==> src/rtl/rts_pkg.sv <==
package rts_pkg;

  // ***************************************************************
  // Register map
  // ***************************************************************
  localparam logic [7:0] PWR_CTRL_ADDR    = 8'h8e;
  localparam logic [7:0] CAUSE_ADDR       = 8'h03;
  localparam int         SBE_BIT          = 4;
  localparam int         POR_BIT          = 1;
  localparam int         BOR_BIT          = 0;
  localparam int         TO_BIT           = 4;
  localparam int         PD_BIT           = 3;
  localparam logic       POR_FLAG_RST     = 1'b0;
  localparam logic       BOR_FLAG_RST     = 1'b1;
  localparam logic       SBE_RST          = 1'b0;
  localparam logic       TO_RST           = 1'b1;
  localparam logic       PD_RST           = 1'b1;

  // ***************************************************************
  // Timing
  // ***************************************************************
  localparam int SYS_CLK_NS   = 50;
  localparam int POWER_UP_DELAY_TIMER_MS      = 64;
  localparam int LF_OSC_KHZ   = 31;
  localparam int POWER_UP_DELAY_TIMER_TICKS   = POWER_UP_DELAY_TIMER_MS * LF_OSC_KHZ;
  localparam int OST_PERIODS  = 1024;
  localparam int BOR_MIN_NS   = 100000;
  localparam int BOR_MIN_CYC  = (BOR_MIN_NS + SYS_CLK_NS - 1) / SYS_CLK_NS;

  // ***************************************************************
  // Modes and states
  // ***************************************************************
  typedef enum logic [1:0] {
    BOR_OFF      = 2'b00,
    BOR_SOFT     = 2'b01,
    BOR_NO_SLEEP = 2'b10,
    BOR_ON       = 2'b11
  } rts_bor_mode_t;

  typedef enum logic [2:0] {
    OSC_LP    = 3'b000,
    OSC_XT    = 3'b001,
    OSC_HS    = 3'b010,
    OSC_EC    = 3'b011,
    OSC_INTIO = 3'b100,
    OSC_INT   = 3'b101,
    OSC_RCIO  = 3'b110,
    OSC_RC    = 3'b111
  } rts_osc_mode_t;

  typedef enum logic [1:0] {
    SEQ_HOLD = 2'b00,
    SEQ_POWER_UP_DELAY_TIMER = 2'b01,
    SEQ_OST  = 2'b10,
    SEQ_RUN  = 2'b11
  } rts_seq_t;

  typedef struct packed {
    rts_bor_mode_t brownout_mode_select;
    logic          power_up_delay_enable_n;
    rts_osc_mode_t osc_mode;
    logic          two_speed_en;
    logic          fail_safe_en;
  } rts_cfg_t;

endpackage

==> src/rtl/rts_top.sv <==
`timescale 1ns/10ps
module rts_top #(
  parameter int POWER_UP_DELAY_TIMER_TICKS  = rts_pkg::POWER_UP_DELAY_TIMER_TICKS,
  parameter int OST_PERIODS = rts_pkg::OST_PERIODS,
  parameter int BOR_MIN_CYC = rts_pkg::BOR_MIN_CYC
) (
  input  wire logic             sys_clk,
  input  wire logic             arst_n,
  input  wire rts_pkg::rts_cfg_t cfg,
  input  wire logic             por_active,
  input  wire logic             supply_below_bor,
  input  wire logic             low_freq_internal_osc,
  input  wire logic             osc_period_tick,
  input  wire logic             external_reset_n,
  input  wire logic             sleep_cmd,
  input  wire logic             wdt_clear,
  input  wire logic             wdt_timeout,
  input  wire logic             wake_irq,
  input  wire logic [7:0]       addr,
  input  wire logic [7:0]       wr_data,
  input  wire logic             wr_en,
  input  wire logic             rd_en,
  output logic [7:0]            rd_data,
  output logic                  chip_reset,
  output logic                  core_stall,
  output logic                  run_on_internal_osc,
  output logic                  brownout_enabled,
  output logic                  in_sleep
);

  // ***************************************************************
  // Declarations
  // ***************************************************************
  localparam int PW = $clog2(POWER_UP_DELAY_TIMER_TICKS + 1);
  localparam int OW = $clog2(OST_PERIODS + 1);
  localparam int BW = $clog2(BOR_MIN_CYC + 1);

  rts_pkg::rts_seq_t state_q, state_d;
  logic [PW-1:0]  power_up_delay_timer_cnt_q;
  logic [OW-1:0]  ost_cnt_q;
  logic [BW-1:0]  low_cnt_q;
  logic           bor_rst_q;
  logic           lf_q;
  logic           sleep_q;
  logic           wake_ost_q;
  logic           soft_bor_en_q;
  logic           por_flag_n_q;
  logic           bor_flag_n_q;
  logic           to_flag_n_q;
  logic           pd_flag_n_q;
  logic [7:0]     rd_data_q;

  // ***************************************************************
  // Decode and status
  // ***************************************************************
  // Crystal modes need the start-up count; the rest do not
  wire crystal   = (cfg.osc_mode == rts_pkg::OSC_LP) ||
                   (cfg.osc_mode == rts_pkg::OSC_XT) ||
                   (cfg.osc_mode == rts_pkg::OSC_HS);
  wire power_up_delay_timer_en   = ~cfg.power_up_delay_enable_n;
  wire fast_boot = cfg.two_speed_en | cfg.fail_safe_en;
  wire lf_tick   = low_freq_internal_osc & ~lf_q;
  wire pwr_src   = por_active | bor_rst_q;
  wire power_up_delay_timer_done = (power_up_delay_timer_cnt_q == PW'(POWER_UP_DELAY_TIMER_TICKS - 1)) & lf_tick;
  wire ost_done  = (ost_cnt_q == OW'(OST_PERIODS - 1)) &
                   osc_period_tick;
  wire wdt_rst   = wdt_timeout & ~sleep_q;
  wire wdt_wake  = wdt_timeout & sleep_q;
  wire ext_sleep = ~external_reset_n & sleep_q;
  wire wake_ev   = (wake_irq | wdt_wake) & sleep_q;
  wire sel_pwr   = wr_en & (addr == rts_pkg::PWR_CTRL_ADDR);
  wire rd_pwr    = rd_en & (addr == rts_pkg::PWR_CTRL_ADDR);
  wire rd_cause  = rd_en & (addr == rts_pkg::CAUSE_ADDR);

  // Sleep-gated mode ignores the soft bit; mode 00 is always off
  assign brownout_enabled =
    (cfg.brownout_mode_select == rts_pkg::BOR_ON) |
    ((cfg.brownout_mode_select == rts_pkg::BOR_NO_SLEEP) & ~sleep_q) |
    ((cfg.brownout_mode_select == rts_pkg::BOR_SOFT) &
     soft_bor_en_q);

  // Execution released during start-up only when the internal clock
  // can carry the core; otherwise held in reset or stalled
  assign run_on_internal_osc = (state_q == rts_pkg::SEQ_OST) & fast_boot;
  assign chip_reset = (state_q == rts_pkg::SEQ_HOLD) |
                      (state_q == rts_pkg::SEQ_POWER_UP_DELAY_TIMER) |
                      ((state_q == rts_pkg::SEQ_OST) & ~wake_ost_q &
                       ~fast_boot) |
                      ~external_reset_n | wdt_rst;
  assign core_stall = (state_q == rts_pkg::SEQ_OST) & wake_ost_q &
                      ~fast_boot;
  assign in_sleep   = sleep_q;
  assign rd_data    = rd_data_q;

  // ***************************************************************
  // Brown-out qualification
  // ***************************************************************
  // Dips shorter than the minimum are filtered; a long dip latches
  // reset until the supply is back above threshold
  always_ff @(posedge sys_clk or negedge arst_n)
  begin
    if (!arst_n)
    begin
      low_cnt_q <= '0;
      bor_rst_q <= 1'b0;
    end
    else
    begin
      low_cnt_q <= (supply_below_bor & brownout_enabled &
                    low_cnt_q != BW'(BOR_MIN_CYC)) ?
                   low_cnt_q + BW'(1) :
                   (supply_below_bor ? low_cnt_q : '0);
      bor_rst_q <= supply_below_bor &
                   (bor_rst_q | low_cnt_q == BW'(BOR_MIN_CYC));
    end
  end

  // ***************************************************************
  // Time-out sequencer
  // ***************************************************************
  // Next state; any power source restarts the whole chain
  always_comb
  begin
    state_d = state_q;
    unique case (state_q)
      rts_pkg::SEQ_HOLD:
        state_d = power_up_delay_timer_en ? rts_pkg::SEQ_POWER_UP_DELAY_TIMER :
                  (crystal ? rts_pkg::SEQ_OST : rts_pkg::SEQ_RUN);
      rts_pkg::SEQ_POWER_UP_DELAY_TIMER:
        if (power_up_delay_timer_done)
          state_d = crystal ? rts_pkg::SEQ_OST : rts_pkg::SEQ_RUN;
      rts_pkg::SEQ_OST:
        if (ost_done)
          state_d = rts_pkg::SEQ_RUN;
      rts_pkg::SEQ_RUN:
        if (wake_ev & crystal)
          state_d = rts_pkg::SEQ_OST;
    endcase
    if (pwr_src)
      state_d = rts_pkg::SEQ_HOLD;
  end

  // State and counters; counters clear whenever not in their phase
  always_ff @(posedge sys_clk or negedge arst_n)
  begin
    if (!arst_n)
    begin
      state_q    <= rts_pkg::SEQ_HOLD;
      power_up_delay_timer_cnt_q <= '0;
      ost_cnt_q  <= '0;
      lf_q       <= 1'b0;
      wake_ost_q <= 1'b0;
    end
    else
    begin
      state_q    <= state_d;
      lf_q       <= low_freq_internal_osc;
      power_up_delay_timer_cnt_q <= (state_q == rts_pkg::SEQ_POWER_UP_DELAY_TIMER && !pwr_src) ?
                    power_up_delay_timer_cnt_q + PW'(lf_tick) : '0;
      ost_cnt_q  <= (state_q == rts_pkg::SEQ_OST && !pwr_src) ?
                    ost_cnt_q + OW'(osc_period_tick) : '0;
      wake_ost_q <= pwr_src ? 1'b0 : (wake_ev | wake_ost_q) &
                    (state_d == rts_pkg::SEQ_OST);
    end
  end

  // ***************************************************************
  // Sleep tracking
  // ***************************************************************
  always_ff @(posedge sys_clk or negedge arst_n)
  begin
    if (!arst_n)
      sleep_q <= 1'b0;
    else
      sleep_q <= ~(pwr_src | wake_ev | ext_sleep) & (sleep_cmd | sleep_q);
  end

  // ***************************************************************
  // Power-control and cause flags
  // ***************************************************************
  // Hardware clears take priority over a software write of one, so an
  // event landing on the write cycle is never lost
  always_ff @(posedge sys_clk or negedge arst_n)
  begin
    if (!arst_n)
    begin
      soft_bor_en_q <= rts_pkg::SBE_RST;
      por_flag_n_q  <= rts_pkg::POR_FLAG_RST;
      bor_flag_n_q  <= rts_pkg::BOR_FLAG_RST;
    end
    else
    begin
      if (sel_pwr)
        soft_bor_en_q <= wr_data[rts_pkg::SBE_BIT];
      if (por_active)
        por_flag_n_q <= 1'b0;
      else if (sel_pwr)
        por_flag_n_q <= wr_data[rts_pkg::POR_BIT];
      if (bor_rst_q)
        bor_flag_n_q <= 1'b0;
      else if (sel_pwr)
        bor_flag_n_q <= wr_data[rts_pkg::BOR_BIT];
    end
  end

  // Timeout and powerdown flags, priority by event class
  always_ff @(posedge sys_clk or negedge arst_n)
  begin
    if (!arst_n)
    begin
      to_flag_n_q <= rts_pkg::TO_RST;
      pd_flag_n_q <= rts_pkg::PD_RST;
    end
    else if (pwr_src)
    begin
      to_flag_n_q <= 1'b1;
      pd_flag_n_q <= 1'b1;
    end
    else if (wdt_wake)
    begin
      to_flag_n_q <= 1'b0;
      pd_flag_n_q <= 1'b0;
    end
    else if (wdt_rst)
      to_flag_n_q <= 1'b0;
    else if (ext_sleep | sleep_cmd)
    begin
      to_flag_n_q <= 1'b1;
      pd_flag_n_q <= 1'b0;
    end
    else if (wdt_clear)
    begin
      to_flag_n_q <= 1'b1;
      pd_flag_n_q <= 1'b1;
    end
  end

  // ***************************************************************
  // Read port
  // ***************************************************************
  // Read words; unimplemented bits read as zero
  logic [7:0] pwr_word;
  logic [7:0] cause_word;

  always_comb
  begin
    pwr_word                    = 8'h00;
    pwr_word[rts_pkg::SBE_BIT]  = soft_bor_en_q;
    pwr_word[rts_pkg::POR_BIT]  = por_flag_n_q;
    pwr_word[rts_pkg::BOR_BIT]  = bor_flag_n_q;
    cause_word                  = 8'h00;
    cause_word[rts_pkg::TO_BIT] = to_flag_n_q;
    cause_word[rts_pkg::PD_BIT] = pd_flag_n_q;
  end

  // Data valid only in the cycle after the strobe, zero otherwise

  always_ff @(posedge sys_clk or negedge arst_n)
  begin
    if (!arst_n)
      rd_data_q <= 8'h00;
    else
      rd_data_q <= rd_pwr ? pwr_word : (rd_cause ? cause_word : 8'h00);
  end

  // ***************************************************************
  // Checks
  // ***************************************************************
  a_power_up_delay_timer_holds_reset: assert property (
    @(posedge sys_clk) disable iff (!arst_n)
    state_q == rts_pkg::SEQ_POWER_UP_DELAY_TIMER |-> chip_reset)
    else $error("reset released during power-up delay");

  a_bypass_no_power_up_delay_timer: assert property (
    @(posedge sys_clk) disable iff (!arst_n)
    (cfg.power_up_delay_enable_n && state_q == rts_pkg::SEQ_HOLD) |=>
    state_q != rts_pkg::SEQ_POWER_UP_DELAY_TIMER)
    else $error("delay entered while bypassed");

  a_ec_no_timeout: assert property (
    @(posedge sys_clk) disable iff (!arst_n)
    (state_q == rts_pkg::SEQ_HOLD && !pwr_src && !crystal &&
     cfg.power_up_delay_enable_n) |=> state_q == rts_pkg::SEQ_RUN)
    else $error("no-timeout mode did not release");

  a_src_restarts: assert property (
    @(posedge sys_clk) disable iff (!arst_n)
    pwr_src |=> state_q == rts_pkg::SEQ_HOLD && power_up_delay_timer_cnt_q == '0)
    else $error("power source did not restart sequence");

  a_power_up_delay_timer_to_ost: assert property (
    @(posedge sys_clk) disable iff (!arst_n)
    (state_q == rts_pkg::SEQ_POWER_UP_DELAY_TIMER && power_up_delay_timer_done && !pwr_src && crystal)
    |=> state_q == rts_pkg::SEQ_OST ##0 ost_cnt_q == '0)
    else $error("start-up count did not follow delay");

  a_bor_clears_flag: assert property (
    @(posedge sys_clk) disable iff (!arst_n)
    bor_rst_q |=> !bor_flag_n_q)
    else $error("brown-out flag not cleared");

  a_por_clears_flag: assert property (
    @(posedge sys_clk) disable iff (!arst_n)
    por_active |=> !por_flag_n_q ##1
    (por_active || !por_flag_n_q || $past(sel_pwr)))
    else $error("power-on flag not cleared");

  a_mode_off: assert property (
    @(posedge sys_clk) disable iff (!arst_n)
    cfg.brownout_mode_select == rts_pkg::BOR_OFF |-> !brownout_enabled)
    else $error("detection on in mode 00");

  a_wdt_wake_flags: assert property (
    @(posedge sys_clk) disable iff (!arst_n)
    (wdt_wake && !pwr_src) |=> !to_flag_n_q && !pd_flag_n_q && !sleep_q)
    else $error("watchdog wake flags wrong");

  a_short_dip: assert property (
    @(posedge sys_clk) disable iff (!arst_n)
    $rose(supply_below_bor) && !bor_rst_q |=> !bor_rst_q)
    else $error("single-cycle dip caused reset");

  c_full_boot: cover property (
    @(posedge sys_clk) disable iff (!arst_n)
    state_q == rts_pkg::SEQ_OST ##1 state_q == rts_pkg::SEQ_RUN);
  c_bor_in_power_up_delay_timer: cover property (
    @(posedge sys_clk) disable iff (!arst_n)
    state_q == rts_pkg::SEQ_POWER_UP_DELAY_TIMER && bor_rst_q);
  c_wake_ost: cover property (
    @(posedge sys_clk) disable iff (!arst_n)
    core_stall);

endmodule

==> config.mk <==
export PLATFORM = sky130hd
export DESIGN_NAME = rts_top
export DESIGN_NICKNAME = d
export VERILOG_FILES = /design/src/rtl/rts_pkg.sv /design/src/rtl/rts_top.sv
export SDC_FILE = /design/constraint.sdc
export NUM_CORES = 1
export LEC_CHECK = 0
export BUFFER_PORTS_ARGS = -buffer_cell sky130_fd_sc_hd__buf_4
export CORE_MARGIN = 2
export CORE_UTILIZATION = 54
export CTS_CLUSTER_DIAMETER = 200
export DETAILED_ROUTE_END_ITERATION = 12
export PLACE_DENSITY = 0.79
export SLEW_MARGIN = 25
export SYNTH_ARGS = -nofsm -noshare
export SYNTH_HDL_FRONTEND = slang
export SYNTH_SLANG_ARGS = --single-unit
==> constraint.sdc <==
create_clock -name sys_clk -period 1.7 [get_ports sys_clk]
set_input_delay 0.17 -clock sys_clk [delete_from_list [all_inputs] [get_ports sys_clk]]
set_output_delay 0.17 -clock sys_clk [all_outputs]
set_load 0.05 [all_outputs]
# Yosys cells after proc, flatten, opt, wreduce, memory -nomap -nowiden
# Cells that the tools add are included.
# Widths: inputs -> output; s select.
# classes
addsub,3
eq_ne,17
muxes,27
bitwise,44
n_reduce_logical,12
# ops
cell,n
$mux 11,4
$and 1x1->1,23
$add 11x1->11,2
$eq 11x11->1 const B,2
$mux 1,15
$or 1x1->1,15
$add 11x1->11 const B,1
$eq 11x10->1 const B,1
$ne 11x11->1 const B,1
$eq 2x2->1 const B,5
$mux 2,5
$mux 5,2
$eq 8x2->1 const B,1
$eq 8x8->1 const B,1
$pmux 2 s4,1
$not 1->1,6
$reduce_bool 5->1,1
$eq 2x1->1 const B,2
$reduce_bool 2->1,2
$reduce_bool 4->1,1
$eq 3x1->1 const B,1
$eq 3x2->1 const B,1
$logic_not 3->1,1
$ne 3x2->1 const B,1
other kinds (6),8
# totals
register_bits,49
output_inout_bits,13
word_cells,117

# Logic depth before layout (Yosys ltp)
# Gate-level depths: netlist (run 1).
# logic_depth
depth_word,10
mapped_depth,7
ltp_nobuf,7

# Worst setup path before layout (run 1)
# Ideal clock, no wire load.
# synth_path
path_type,register to register
from,reg sleep_q (netlist: in_sleep)
to,reg low_cnt_q[2]
setup_ps,119
arrival_time_ps,1658
required_time_ps,1581
setup_slack_ps,-77
path_stages_with_launch,5
synth_period_minus_slack_ps,1777
path_cell_list,dfrtp_1 nand2b_1 nand2_1 nor4bb_1 o21a_1
# synth_between
elab_chain_cells,7
# synth_rtl
element,line,rtl
start: declaration,rts_top.sv:44,logic sleep_q;
start signal: assignment,rts_top.sv:175,sleep_q <= ~(pwr_src | wake_ev | ext_sleep) & (sleep_cmd | sleep_q);
$not 1->1 *,rts_top.sv:78,((cfg.brownout_mode_select == rts_pkg::BOR_NO_SLEEP) & ~sleep_q) |
$and 1x1->1 *,rts_top.sv:78,
$or 1x1->1 *,rts_top.sv:77,(cfg.brownout_mode_select == rts_pkg::BOR_ON) |
$or 1x1->1 *,rts_top.sv:78,
net brownout_enabled,rts_top.sv:27,"output logic brownout_enabled,"
$and 1x1->1 * (2 in series),rts_top.sv:109,low_cnt_q <= (supply_below_bor & brownout_enabled &
$ne 2x1->1 (no source line) or $mux 11 (tied branches),n/a,
end signal: assignment,rts_top.sv:109,
end: declaration,rts_top.sv:41,logic [BW-1:0] low_cnt_q;
# Mark *: on every way through the listed nets, which the timed path passes. The rest lies on a longest branch.
# A chain may end at the register's enable or synchronous reset.

# Worst setup path after layout (run 1)
# layout_path
from,reg ost_cnt_q[6]
to,reg state_q[0]
# layout_between
elab_chain_cells,5
# layout_rtl
element,line,rtl
start: declaration,rts_top.sv:40,logic [OW-1:0] ost_cnt_q;
start signal: assignment,rts_top.sv:160,ost_cnt_q <= (state_q == rts_pkg::SEQ_OST && !pwr_src) ?
$eq 11x10->1,rts_top.sv:65,wire ost_done = (ost_cnt_q == OW'(OST_PERIODS - 1)) &
$and 1x1->1,rts_top.sv:65,
$mux 2,rts_top.sv:133,if (ost_done)
$pmux 2 s4,rts_top.sv:125,unique case (state_q)
$mux 2,rts_top.sv:139,if (pwr_src)
net state_d[0],rts_top.sv:38,"rts_pkg::rts_seq_t state_q, state_d;"
end signal: assignment,rts_top.sv:148,state_q <= rts_pkg::SEQ_HOLD;
end signal: assignment,rts_top.sv:156,state_q <= state_d;
end: declaration,rts_top.sv:38,
# The timed path passes the listed nets, and every way through them passes these cells.

==> reports/qor.json, run 1 <==
{
  "post_synth_inst_count": 243,
  "netlist_area_mm2": 0.00243,
  "number_of_global_route_vias_before_repair": 1867,
  "synth_edf_count": 0,
  "final_max_slew_viol_count": 0,
  "crit_type": "reg2reg",
  "dr.first_iter.drc_count": 99,
  "fin_crit_ps": 1600,
  "multi_input_combinational_cell_area_mm2": 0.00119,
  "worst_clock_skew_ps": 9.78,
  "antenna_violating_nets_remaining": 0,
  "yosysWarnings": 0,
  "setup-violations-final": 0,
  "cts.repair_timing.setup_buffer_count": 0,
  "ff_latch_area_mm2": 0.00121,
  "tritoncts": "built",
  "timing.hold.ws_ps": 24.8,
  "cts.path.max_buffers": 2,
  "grt_pass1_wl_um": 8090,
  "clk_transition_reported_paths_ps": 90,
  "timing.critical_path.to_type": "flip-flop",
  "route.detailed.drc": 0,
  "antenna-diode-count": 0,
  "weighted_congestion_reported_at_the_end_of_routability_driven_placement": 0.782,
  "num-fill-cells": 336,
  "avgViaCountPerCell": 5.43,
  "routedWlPerCell_um": 13.0,
  "worst_skew_pair.late_latency_ps": 300,
  "cap_viol_max_count": 0,
  "io_pins": 50,
  "core-area_mm2": 0.00435,
  "slew-limit-headroom": 0.605,
  "grt_overflow": 0,
  "num_rows": 24,
  "min-delay-path-class": "in2reg",
  "die_width_um": 71.1,
  "area_delta_synth_final_pct": 23.0,
  "globalRouteTotalUtil": 0.199,
  "finish.net_count": 339,
  "final_min_period_over_clock_period": 0.939,
  "layout.core_utilization": 0.687,
  "post_detailed_placement_half_perimeter_wirelength_um": 3250,
  "postSynth.topFlopCell": "sky130_fd_sc_hd__dfrtp_1",
  "die-height_um": 71.1,
  "antenna_violations_before_repair": 0,
  "floorplan.initialDensity": 0.559,
  "vias": 1895,
  "final.setup.tns_ps": 0,
  "post_route_cells_drive_above_1_share": 0.242,
  "async_flop_share": 1.00,
  "numClockSinks": 48,
  "cts-htree-levels": 2,
  "timing.critical_path.fanout_max": 6,
  "ir_drop_mv": 0.471,
  "power_uw": 2360,
  "max_clock_freq_mhz": 626,
  "synth_cell_type_count": 53,
  "outcome": "completed",
  "port_buffers": 40,
  "detail_route.wirelength_um": 4530,
  "slew_at_the_pin_with_the_worst_max_slew_slack_ps": 593,
  "power.static_leakage_uw": 0.00136,
  "power_density_mw_per_mm2": 789,
  "cts_buffers": 5,
  "floorplan.die_area_mm2": 0.00506,
  "final_hold_violation_count": 0,
  "grt_start_max_net_pins": 49,
  "synthesis.area_per_instance_um2": 10.0,
  "crit_required_ps": 1920,
  "drt_pass1_iterations": 4,
  "arrival_ps": 1810,
  "worst_setup_path_start_kind": "flip-flop",
  "synth-seq-cells": 48,
  "seq_area_frac_synth": 0.495,
  "clock_tree.root_cell": "sky130_fd_sc_hd__clkbuf_8"
}
layer usage:
| layer | GRT usage | wire (µm) |
|---|---|---|
| met4 | 0.0713 | 51 |
| met2 | 0.320 | 2170 |
| met1 | 0.268 | 2080 |
| met3 | 0.0456 | 230 |
| met5 | 0 | 0 |
cell usage in the layout (no fill, tap or decap), types with 2 or more instances in the layout:
cell                            synthesis  layout
sky130_fd_sc_hd__buf_4                  4      48
sky130_fd_sc_hd__dfrtp_1               45      44
sky130_fd_sc_hd__nor2_1                25      25
sky130_fd_sc_hd__nand2_1               23      23
sky130_fd_sc_hd__nand3_1               11      11
sky130_fd_sc_hd__xnor2_1                9       9
sky130_fd_sc_hd__inv_1                  7       7
sky130_fd_sc_hd__a21oi_1                7       7
sky130_fd_sc_hd__xor2_1                 7       7
sky130_fd_sc_hd__mux2i_1                7       7
sky130_fd_sc_hd__and3_1                 7       6
sky130_fd_sc_hd__and2_1                 6       6
sky130_fd_sc_hd__nor3_1                 6       6
sky130_fd_sc_hd__o21ai_0                6       6
sky130_fd_sc_hd__nand2b_1               6       6
sky130_fd_sc_hd__clkbuf_8               0       6
sky130_fd_sc_hd__ha_1                   6       5
sky130_fd_sc_hd__o31ai_1                4       4
sky130_fd_sc_hd__or3_1                  4       4
sky130_fd_sc_hd__nand4_1                4       4
sky130_fd_sc_hd__conb_1                 1       4
sky130_fd_sc_hd__nor4b_1                3       3
sky130_fd_sc_hd__o21bai_1               3       3
sky130_fd_sc_hd__dfstp_2                3       3
sky130_fd_sc_hd__nand3b_1               2       2
sky130_fd_sc_hd__or2_2                  2       2
sky130_fd_sc_hd__o211ai_1               2       2
sky130_fd_sc_hd__nor2b_1                3       2
sky130_fd_sc_hd__nor4_1                 2       2
sky130_fd_sc_hd__o21a_1                 2       2
sky130_fd_sc_hd__a21boi_0               2       2
sky130_fd_sc_hd__dlygate4sd3_1          0       2
power by group:
| group | internal, µW | switching [µW] | leakage (µW) |
|---|---|---|---|
| clock | 481 | 390 | 0.0000614 |
| sequential | 1170 | 30.3 | 0.000650 |
| combinational | 125 | 164 | 0.000652 |
final timing paths:
path / from / cells past startpoint / slack [ps] / endpoint
worst max-delay path: ost_cnt_q[6] / 4 / 100 / state_q[0]
worst min register to register: bor_rst_q / 1 / 460 / bor_flag_n_q
worst max register to register: ost_cnt_q[6] / 4 / 100 / state_q[0]
min in group asynchronous: arst_n / 2 / 410 / ost_cnt_q[5]
worst min-delay path: por_active / 2 / 20 / por_flag_n_q
max in group asynchronous: arst_n / 2 / 860 / in_sleep
cell type report:
cell class / count / share of cell area
well taps: 52 / 0.0217
inverters: 7 / 0.00878
flip-flops and latches: 48 / 0.403
clock inverters: 2 / 0.0130
multi-input cells: 184 / 0.399
repair buffers: 50 / 0.127
clock buffers: 6 / 0.0276
flip-flops by register name, indices dropped and copies added, names as in the netlist:
name / cells
rd_data: 4
power_up_delay_timer_cnt_q: 11
bor_rst_q: 1
bor_flag_n_q: 1
to_flag_n_q: 1
in_sleep: 1
lf_q: 1
wake_ost_q: 1
pd_flag_n_q: 1
low_cnt_q: 11
ost_cnt_q: 11
por_flag_n_q: 1
state_q: 2
soft_bor_en_q: 1
cell usage after synthesis, types with 7 or more instances:
cell type / count / share of area
sky130_fd_sc_hd__xnor2_1: 9 / 0.032
sky130_fd_sc_hd__dfrtp_1: 45 / 0.46
sky130_fd_sc_hd__inv_1: 7 / 0.011
sky130_fd_sc_hd__a21oi_1: 7 / 0.014
sky130_fd_sc_hd__nor2_1: 25 / 0.039
sky130_fd_sc_hd__nand3_1: 11 / 0.023
sky130_fd_sc_hd__and3_1: 7 / 0.018
sky130_fd_sc_hd__xor2_1: 7 / 0.025
sky130_fd_sc_hd__mux2i_1: 7 / 0.029
sky130_fd_sc_hd__nand2_1: 23 / 0.035
stage by stage:
step                worst slack, ps  area, µm²  cells
global placement                160       2840    339
global route                  -3.88       2990    349
CTS                            26.9       2980    349
finish                          103       2990    349
detailed placement              129       2840    339
floorplan                      49.4       2450    246
worst max-delay path, stage by stage, from the launching register on:
cell and delay [ps]:
sky130_fd_sc_hd__dfrtp_1 440, sky130_fd_sc_hd__nand4_2 120, sky130_fd_sc_hd__or4_4 560, sky130_fd_sc_hd__a211oi_2 260, sky130_fd_sc_hd__o21bai_1 140
cells by family after synthesis:
family	count (synthesis)	share of synthesized area
simple gates	114	0.253
xor+xnor	16	0.0576
compound gates	36	0.100
fa+ha+maj	6	0.0309
mux	8	0.0334
flops	48	0.495
other cells	1	0.00154
buf+inv	14	0.0278
timing repair:
item	in CTS	in global routing
hold buffers	2	0
gates resized for setup	0	5
endpoints found under the hold margin	46	0
setup endpoints to repair	0	4
(Power assumes the default switching activity.)
==> run 2, diff against run 1 <==
GPL_ROUTABILITY_DRIVEN = 0   (was not set)
RECOVER_POWER = 100   (was not set)
==> reports/qor.json, run 2 (synthesis gave the netlist of run 1 again) <==
{
  "multi_input_combinational_cell_area": {"value": 0.00119, "unit": "mm²", "change": "unchanged"},
  "final_hold_violation_count": {"value": 0, "change": "unchanged"},
  "routedWlPerCell": {"value": 13.0, "unit": "µm", "change": "+0.29%"},
  "io_pins": {"value": 50, "change": "unchanged"},
  "power.switching_fraction": {"value": 0.248, "change": "+0.000828"},
  "layout.core_utilization": {"value": 0.680, "change": "-0.00661"},
  "antenna_violating_nets_remaining": {"value": 0, "change": "unchanged"},
  "placedCellCount": {"value": 339, "change": "unchanged"},
  "crit_required": {"value": 1920, "unit": "ps", "change": "about the same"},
  "arrival": {"value": 1810, "unit": "ps", "change": "about the same"},
  "final_min_period_over_clock_period": {"value": 0.940, "change": "about the same"},
  "clock_power_share": {"value": 0.370, "change": "about the same"},
  "final_max_slew_viol_count": {"value": 0, "change": "unchanged"},
  "port_buffers": {"value": 40, "change": "unchanged"},
  "drt_pass1_iterations": {"value": 4, "change": "unchanged"},
  "detail_route.wirelength": {"value": 4550, "unit": "µm", "change": "+0.29%"},
  "numClockSinks": {"value": 48, "change": "unchanged"},
  "finish.net_count": {"value": 339, "change": "unchanged"},
  "die-height": {"value": 71.1, "unit": "µm", "change": "unchanged"},
  "max_clock_freq": {"value": 626, "unit": "MHz", "change": "about the same"},
  "slew-limit-headroom": {"value": 0.223, "change": "-0.382"},
  "area_delta_synth_final_pct": 21.8,
  "power_density": {"value": 795, "unit": "mW/mm²", "change": "+0.75%"},
  "power.static_leakage": {"value": 0.00133, "unit": "µW", "change": "-2.3%"},
  "fin_crit": {"value": 1600, "unit": "ps", "change": "+1.14 ps"},
  "cts_buffers": {"value": 5, "change": "unchanged"},
  "seq_power_share": {"value": 0.510, "change": "about the same"},
  "cts.path.max_buffers": {"value": 2, "change": "unchanged"},
  "globalRouteTotalUtil": {"value": 0.199, "change": "unchanged"},
  "grt_pass1_wl": {"value": 8090, "unit": "µm", "change": "unchanged"},
  "antenna-diode-count": {"value": 0, "change": "unchanged"},
  "worst_clock_skew": {"value": 10.1, "unit": "ps", "change": "+0.329 ps"},
  "slew_at_the_pin_with_the_worst_max_slew_slack": {"value": 1170, "unit": "ps", "change": "+573 ps"},
  "final.setup.tns": {"value": 0, "unit": "ps", "change": "unchanged"},
  "leading_cell_type_in_the_layout_fill_and_taps_excluded": "sky130_fd_sc_hd__dfrtp_1",
  "die_width": {"value": 71.1, "unit": "µm", "change": "unchanged"},
  "p_int": {"value": 1770, "unit": "µW", "change": "-0.33%"},
  "route.detailed.drc": {"value": 0, "change": "unchanged"},
  "final_cell_mix": "sky130_fd_sc_hd__dfrtp_1 (44), sky130_fd_sc_hd__buf_4 (39), sky130_fd_sc_hd__nor2_1 (25)",
  "setup-violations-final": {"value": 0, "change": "unchanged"},
  "layout.cells.non_filler": {"value": 349, "change": "unchanged"},
  "dr.first_iter.drc_count": {"value": 112, "change": "+13%"},
  "pre_cts_slack": {"value": 129, "unit": "ps", "change": "unchanged"},
  "worst_setup_path_start_kind": "flip-flop",
  "post_route_cells_drive_above_1_share": {"value": 0.219, "change": "-0.0236"},
  "clk_transition_reported_paths": {"value": 90, "unit": "ps", "change": "about the same"},
  "timing.critical_path.to_type": "flip-flop",
  "clock_tree.root_cell": "sky130_fd_sc_hd__clkbuf_8",
  "cts.repair_timing.setup_buffer_count": {"value": 0, "change": "unchanged"},
  "worst_skew_pair.late_latency": {"value": 300, "unit": "ps", "change": "about the same"},
  "floorplan.initialDensity": {"value": 0.559, "change": "unchanged"},
  "antenna_violations_before_repair": {"value": 0, "change": "unchanged"},
  "outcome": "completed",
  "net-switching-power": {"value": 585, "unit": "µW", "change": "+0.12%"},
  "cts-htree-levels": {"value": 2, "change": "unchanged"},
  "num_rows": {"value": 24, "change": "unchanged"},
  "post_detailed_placement_half_perimeter_wirelength": {"value": 3250, "unit": "µm", "change": "unchanged"},
  "core-area": {"value": 0.00435, "unit": "mm²", "change": "unchanged"},
  "cap_viol_max_count": {"value": 0, "change": "unchanged"},
  "floorplan.die_area": {"value": 0.00506, "unit": "mm²", "change": "unchanged"},
  "tritoncts": "built",
  "comb_power_share": {"value": 0.120, "change": "-0.002"},
  "ir_drop": {"value": 0.471, "unit": "mV", "change": "about the same"},
  "worst_slack": {"value": 102, "unit": "ps", "change": "-1.14 ps"},
  "avgViaCountPerCell": {"value": 5.44, "change": "+0.11%"},
  "layout_top_registers": "low_cnt_q: 11 flops, ost_cnt_q: 11 flops, power_up_delay_timer_cnt_q: 11 flops",
  "grt_start_max_net_pins": {"value": 49, "change": "unchanged"},
  "grt_overflow": {"value": 0, "change": "unchanged"},
  "num-fill-cells": {"value": 345, "change": "+2.7%"},
  "crit_type": "reg2reg",
  "min-delay-path-class": "in2reg",
  "timing.critical_path.fanout_max": {"value": 6, "change": "unchanged"},
  "vias": {"value": 1897, "change": "+0.11%"},
  "ff_latch_area": {"value": 0.00121, "unit": "mm²", "change": "unchanged"},
  "number_of_global_route_vias_before_repair": {"value": 1867, "change": "unchanged"}
}
[run 2: routing by layer]
layer,part of all wire,track usage,vias to the layer above
li1,-,-,949
met5,0,0,-
met4,0.011,0.0713,0
met1,0.46,0.268,895
met3,0.052,0.0456,4
met2,0.48,0.320,49
[run 2: final timing paths]
check	from	endpoint	slack [ps]	depth (start not counted)
worst min-delay path	por_active	por_flag_n_q	30	2
min in group asynchronous	arst_n	ost_cnt_q[5]	630	2
worst min register to register	bor_rst_q	bor_flag_n_q	460	1
max in group asynchronous	arst_n	in_sleep	290	2
worst max register to register	ost_cnt_q[6]	state_q[0]	100	4
worst max-delay path	ost_cnt_q[6]	state_q[0]	100	4
[run 2: stage by stage]
| step | total power [µW] | hold slack (ps) | cell area [µm²] |
|---|---|---|---|
| after floorplan | 1380 | -126 | 2450 |
| after global placement | 1500 | 219 | 2840 |
| after detailed placement | 1510 | 224 | 2840 |
| after CTS | 2390 | 15.0 | 2980 |
| after global routing | 2460 | 18.3 | 2960 |
| final | 2360 | 25.0 | 2960 |
[run 2: worst max-delay path, cell delays in order, from the launching register on]
cell                       delay [ps]
sky130_fd_sc_hd__dfrtp_1          440
sky130_fd_sc_hd__nand4_2          120
sky130_fd_sc_hd__or4_4            560
sky130_fd_sc_hd__a211oi_2         260
sky130_fd_sc_hd__o21bai_1         140
[run 2: cell type report]
class | count | share of cell area
clock buffers | 6 | 0.0279
clock inverters | 2 | 0.0131
inverters | 7 | 0.00887
multi-input cells | 184 | 0.402
flip-flops and latches | 48 | 0.407
well taps | 52 | 0.0220
repair buffers | 50 | 0.119
[run 2: power by group through the flow]
stage          logic, µW  clock network (µW)  registers [µW]
6_report             283                 872            1200
2_1_floorplan        157                   0            1220
3_5_place_dp         285                   0            1220
3_3_place_gp         282                   0            1220
4_1_cts              289                 899            1200
5_1_grt              316                 935            1210
[run 2: repair_timing]
item	4_1_cts	5_1_grt
hold endpoints to repair	46	0
gates resized for setup	0	5
hold buffers	2	0
endpoints found under the setup margin	0	4
==> run 3, diff against run 2 <==
CORE_UTILIZATION = 49   (was 54)
PLACE_DENSITY = 0.75   (was 0.79)
RECOVER_POWER = 25   (was 100)
clock period = 1.4 ns   (was 1.7 ns; I/O delays follow)
==> reports/qor.json, run 3 (synthesis gave the netlist of run 1 again) <==
{
  "slew_at_the_pin_with_the_worst_max_slew_slack": {"value": 666, "unit": "ps", "change": "-500 ps"},
  "layout.core_utilization": {"value": 0.763, "change": "+0.0822"},
  "final_max_slew_viol_count": {"value": 0, "change": "unchanged"},
  "grt_pass1_wl": {"value": 8920, "unit": "µm", "change": "+10%"},
  "setup-violations-final": {"value": 15, "change": "+15"},
  "antenna_violations_before_repair": {"value": 0, "change": "unchanged"},
  "worst_slack": {"value": -175, "unit": "ps", "change": "-277 ps"},
  "numClockSinks": {"value": 48, "change": "unchanged"},
  "die_width": {"value": 74.5, "unit": "µm", "change": "+4.7%"},
  "finish.net_count": {"value": 387, "change": "+14%"},
  "outcome": "finished, violations left",
  "dr.first_iter.drc_count": {"value": 75, "change": "-33%"},
  "worst_skew_pair.late_latency": {"value": 300, "unit": "ps", "change": "about the same"},
  "globalRouteTotalUtil": {"value": 0.209, "change": "+0.00958"},
  "final_min_period_over_clock_period": {"value": 1.12, "change": "+0.185"},
  "power": {"value": 2970, "unit": "µW", "change": "+26%"},
  "clock_tree.root_cell": "sky130_fd_sc_hd__clkbuf_8",
  "cts.path.max_buffers": {"value": 2, "change": "unchanged"},
  "core-area": {"value": 0.00475, "unit": "mm²", "change": "+9.2%"},
  "route.detailed.drc": {"value": 0, "change": "unchanged"},
  "floorplan.die_area": {"value": 0.00554, "unit": "mm²", "change": "+9.6%"},
  "cts-htree-levels": {"value": 2, "change": "unchanged"},
  "fin_crit": {"value": 1570, "unit": "ps", "change": "-23.3 ps"},
  "grt_overflow": {"value": 0, "change": "unchanged"},
  "routedWlPerCell": {"value": 14.5, "unit": "µm", "change": "+11%"},
  "worst_clock_skew": {"value": 7.02, "unit": "ps", "change": "-3.09 ps"},
  "post_route_cells_drive_above_1_share": {"value": 0.449, "change": "+0.230"},
  "area_delta_synth_final_pct": 49.1,
  "rr_worst_depth": {"value": 7, "change": "+3"},
  "layout.cells.non_filler": {"value": 412, "change": "+18%"},
  "final_cell_mix": "sky130_fd_sc_hd__buf_4 (81), sky130_fd_sc_hd__dfrtp_1 (41), sky130_fd_sc_hd__nor2_1 (24)",
  "max_clock_freq": {"value": 635, "unit": "MHz", "change": "+1.5%"},
  "avgViaCountPerCell": {"value": 5.31, "change": "-2.3%"},
  "tritoncts": "built",
  "antenna-diode-count": {"value": 0, "change": "unchanged"},
  "slew-limit-headroom": {"value": 0.556, "change": "+0.333"},
  "worst_setup_path_start_kind": "flip-flop",
  "placedCellCount": {"value": 386, "change": "+14%"},
  "slowest_delay": {"value": 380, "unit": "ps", "change": "-180 ps"},
  "num_rows": {"value": 25, "change": "+4.2%"},
  "io_pins": {"value": 50, "change": "unchanged"},
  "timing.critical_path.to_type": "flip-flop",
  "final_hold_violation_count": {"value": 0, "change": "unchanged"},
  "vias": {"value": 2188, "change": "+15%"},
  "arrival": {"value": 1770, "unit": "ps", "change": "-40 ps"},
  "drt_pass1_iterations": {"value": 4, "change": "unchanged"},
  "power_density": {"value": 819, "unit": "mW/mm²", "change": "+3.0%"},
  "hold_path_depth": {"value": 2, "change": "unchanged"},
  "crit_type": "reg2reg",
  "detail_route.wirelength": {"value": 5980, "unit": "µm", "change": "+32%"},
  "cap_viol_max_count": {"value": 0, "change": "unchanged"},
  "failed_checks": "negative setup slack",
  "unrepaired_setup_endpoints_after_global_routing": "true",
  "final.setup.tns": {"value": -1160, "unit": "ps", "change": "-1160 ps"},
  "port_buffers": {"value": 40, "change": "unchanged"},
  "number_of_global_route_vias_before_repair": {"value": 2101, "change": "+13%"},
  "post_detailed_placement_half_perimeter_wirelength": {"value": 3770, "unit": "µm", "change": "+16%"},
  "leading_cell_type_in_the_layout_fill_and_taps_excluded": "sky130_fd_sc_hd__buf_4",
  "crit_required": {"value": 1600, "unit": "ps", "change": "-320 ps"},
  "ir_drop": {"value": 0.496, "unit": "mV", "change": "+5.3%"},
  "min-delay-path-class": "in2reg",
  "layout_top_registers": "low_cnt_q: 11 flops, ost_cnt_q: 11 flops, power_up_delay_timer_cnt_q: 11 flops",
  "floorplan.initialDensity": {"value": 0.512, "change": "-0.0470"},
  "power.static_leakage": {"value": 0.00163, "unit": "µW", "change": "+22%"},
  "clk_transition_reported_paths": {"value": 90, "unit": "ps", "change": "about the same"},
  "antenna_violating_nets_remaining": {"value": 0, "change": "unchanged"},
  "grt_start_max_net_pins": {"value": 27, "change": "-45%"},
  "cts_buffers": {"value": 5, "change": "unchanged"},
  "die-height": {"value": 74.5, "unit": "µm", "change": "+4.7%"},
  "cp_cell_sequence": "nor2b_1 > ha_2 > ha_4 > and3_4 > nand4_1 > xor2_1 > nor2_1",
  "timing.critical_path.fanout_max": {"value": 4, "change": "-2"},
  "critical_path.slowest_cell": "sky130_fd_sc_hd__dfrtp_1"
}
[run 3: cell count changes in the layout (fill, tap and decap cells not counted), sizes merged]
cell	change
buf	+55
clkbuf	-9
dlygate4sd3	+1
clkinvlp	+1
[run 3: through the flow]
step	instance area, µm²	setup WS (ps)	hold WS [ps]
floorplan	2480	-177	-156
global route	3630	-298	30.5
global placement	3130	-32.1	66.2
finish	3630	-175	27.7
detailed placement	3130	-115	71.5
CTS	3470	-142	20.5
[run 3: path summary, 6_finish.rpt]
kind / startpoint / to / slack [ps]
hold / removal: wdt_timeout / pd_flag_n_q / 30
min in group asynchronous: arst_n / ost_cnt_q[7] / 390
max in group asynchronous: arst_n / power_up_delay_timer_cnt_q[1] / 330
hold reg to reg: bor_rst_q / bor_flag_n_q / 480
setup reg to reg: lf_q / power_up_delay_timer_cnt_q[8] / -170
setup / recovery: lf_q / power_up_delay_timer_cnt_q[8] / -170
[run 3: worst max-delay path, delay by kind of cell (launching register included)]
family	cells	cell delay [ps]
and+or+nand+nor	4	520
adders and majority gates	2	370
xor gates and xnor gates	1	200
DFF	1	380
[run 3: metal layers]
metal  GRT usage  part of all wire  up-vias
li1            -                 -     1055
met1       0.258              0.42     1059
met3      0.0474             0.056       14
met5           0                 0        -
met2       0.364              0.50       60
met4      0.0655             0.025        0
[run 3: repair_timing]
| action | CTS | global route |
|---|---|---|
| hold endpoints to repair | 22 | 0 |
| endpoints found under the setup margin | 18 | 38 |
| gates cloned | 0 | 0 |
| setup buffers | 11 | 5 |
| pin swaps | 13 | 14 |
| resized for setup | 27 | 33 |
| hold buffers | 3 | 0 |
[run 3: power by group]
part,internal [µW],total [µW],switching (µW)
Combinational,251,514,264
Sequential,1420,1450,26.1
Clock,529,1010,478
Total,2200,2970,768
[run 3: area by class of cell]
class                      instances  area (µm²)
inverter                           7        26.3
multi-input combinational        184        1400
sequential                        48        1210
timing repair buffer              98         797
clock inverter                     3        42.5
tap                               67        83.8
clock buffer                       5        68.8
fill                             316        1130
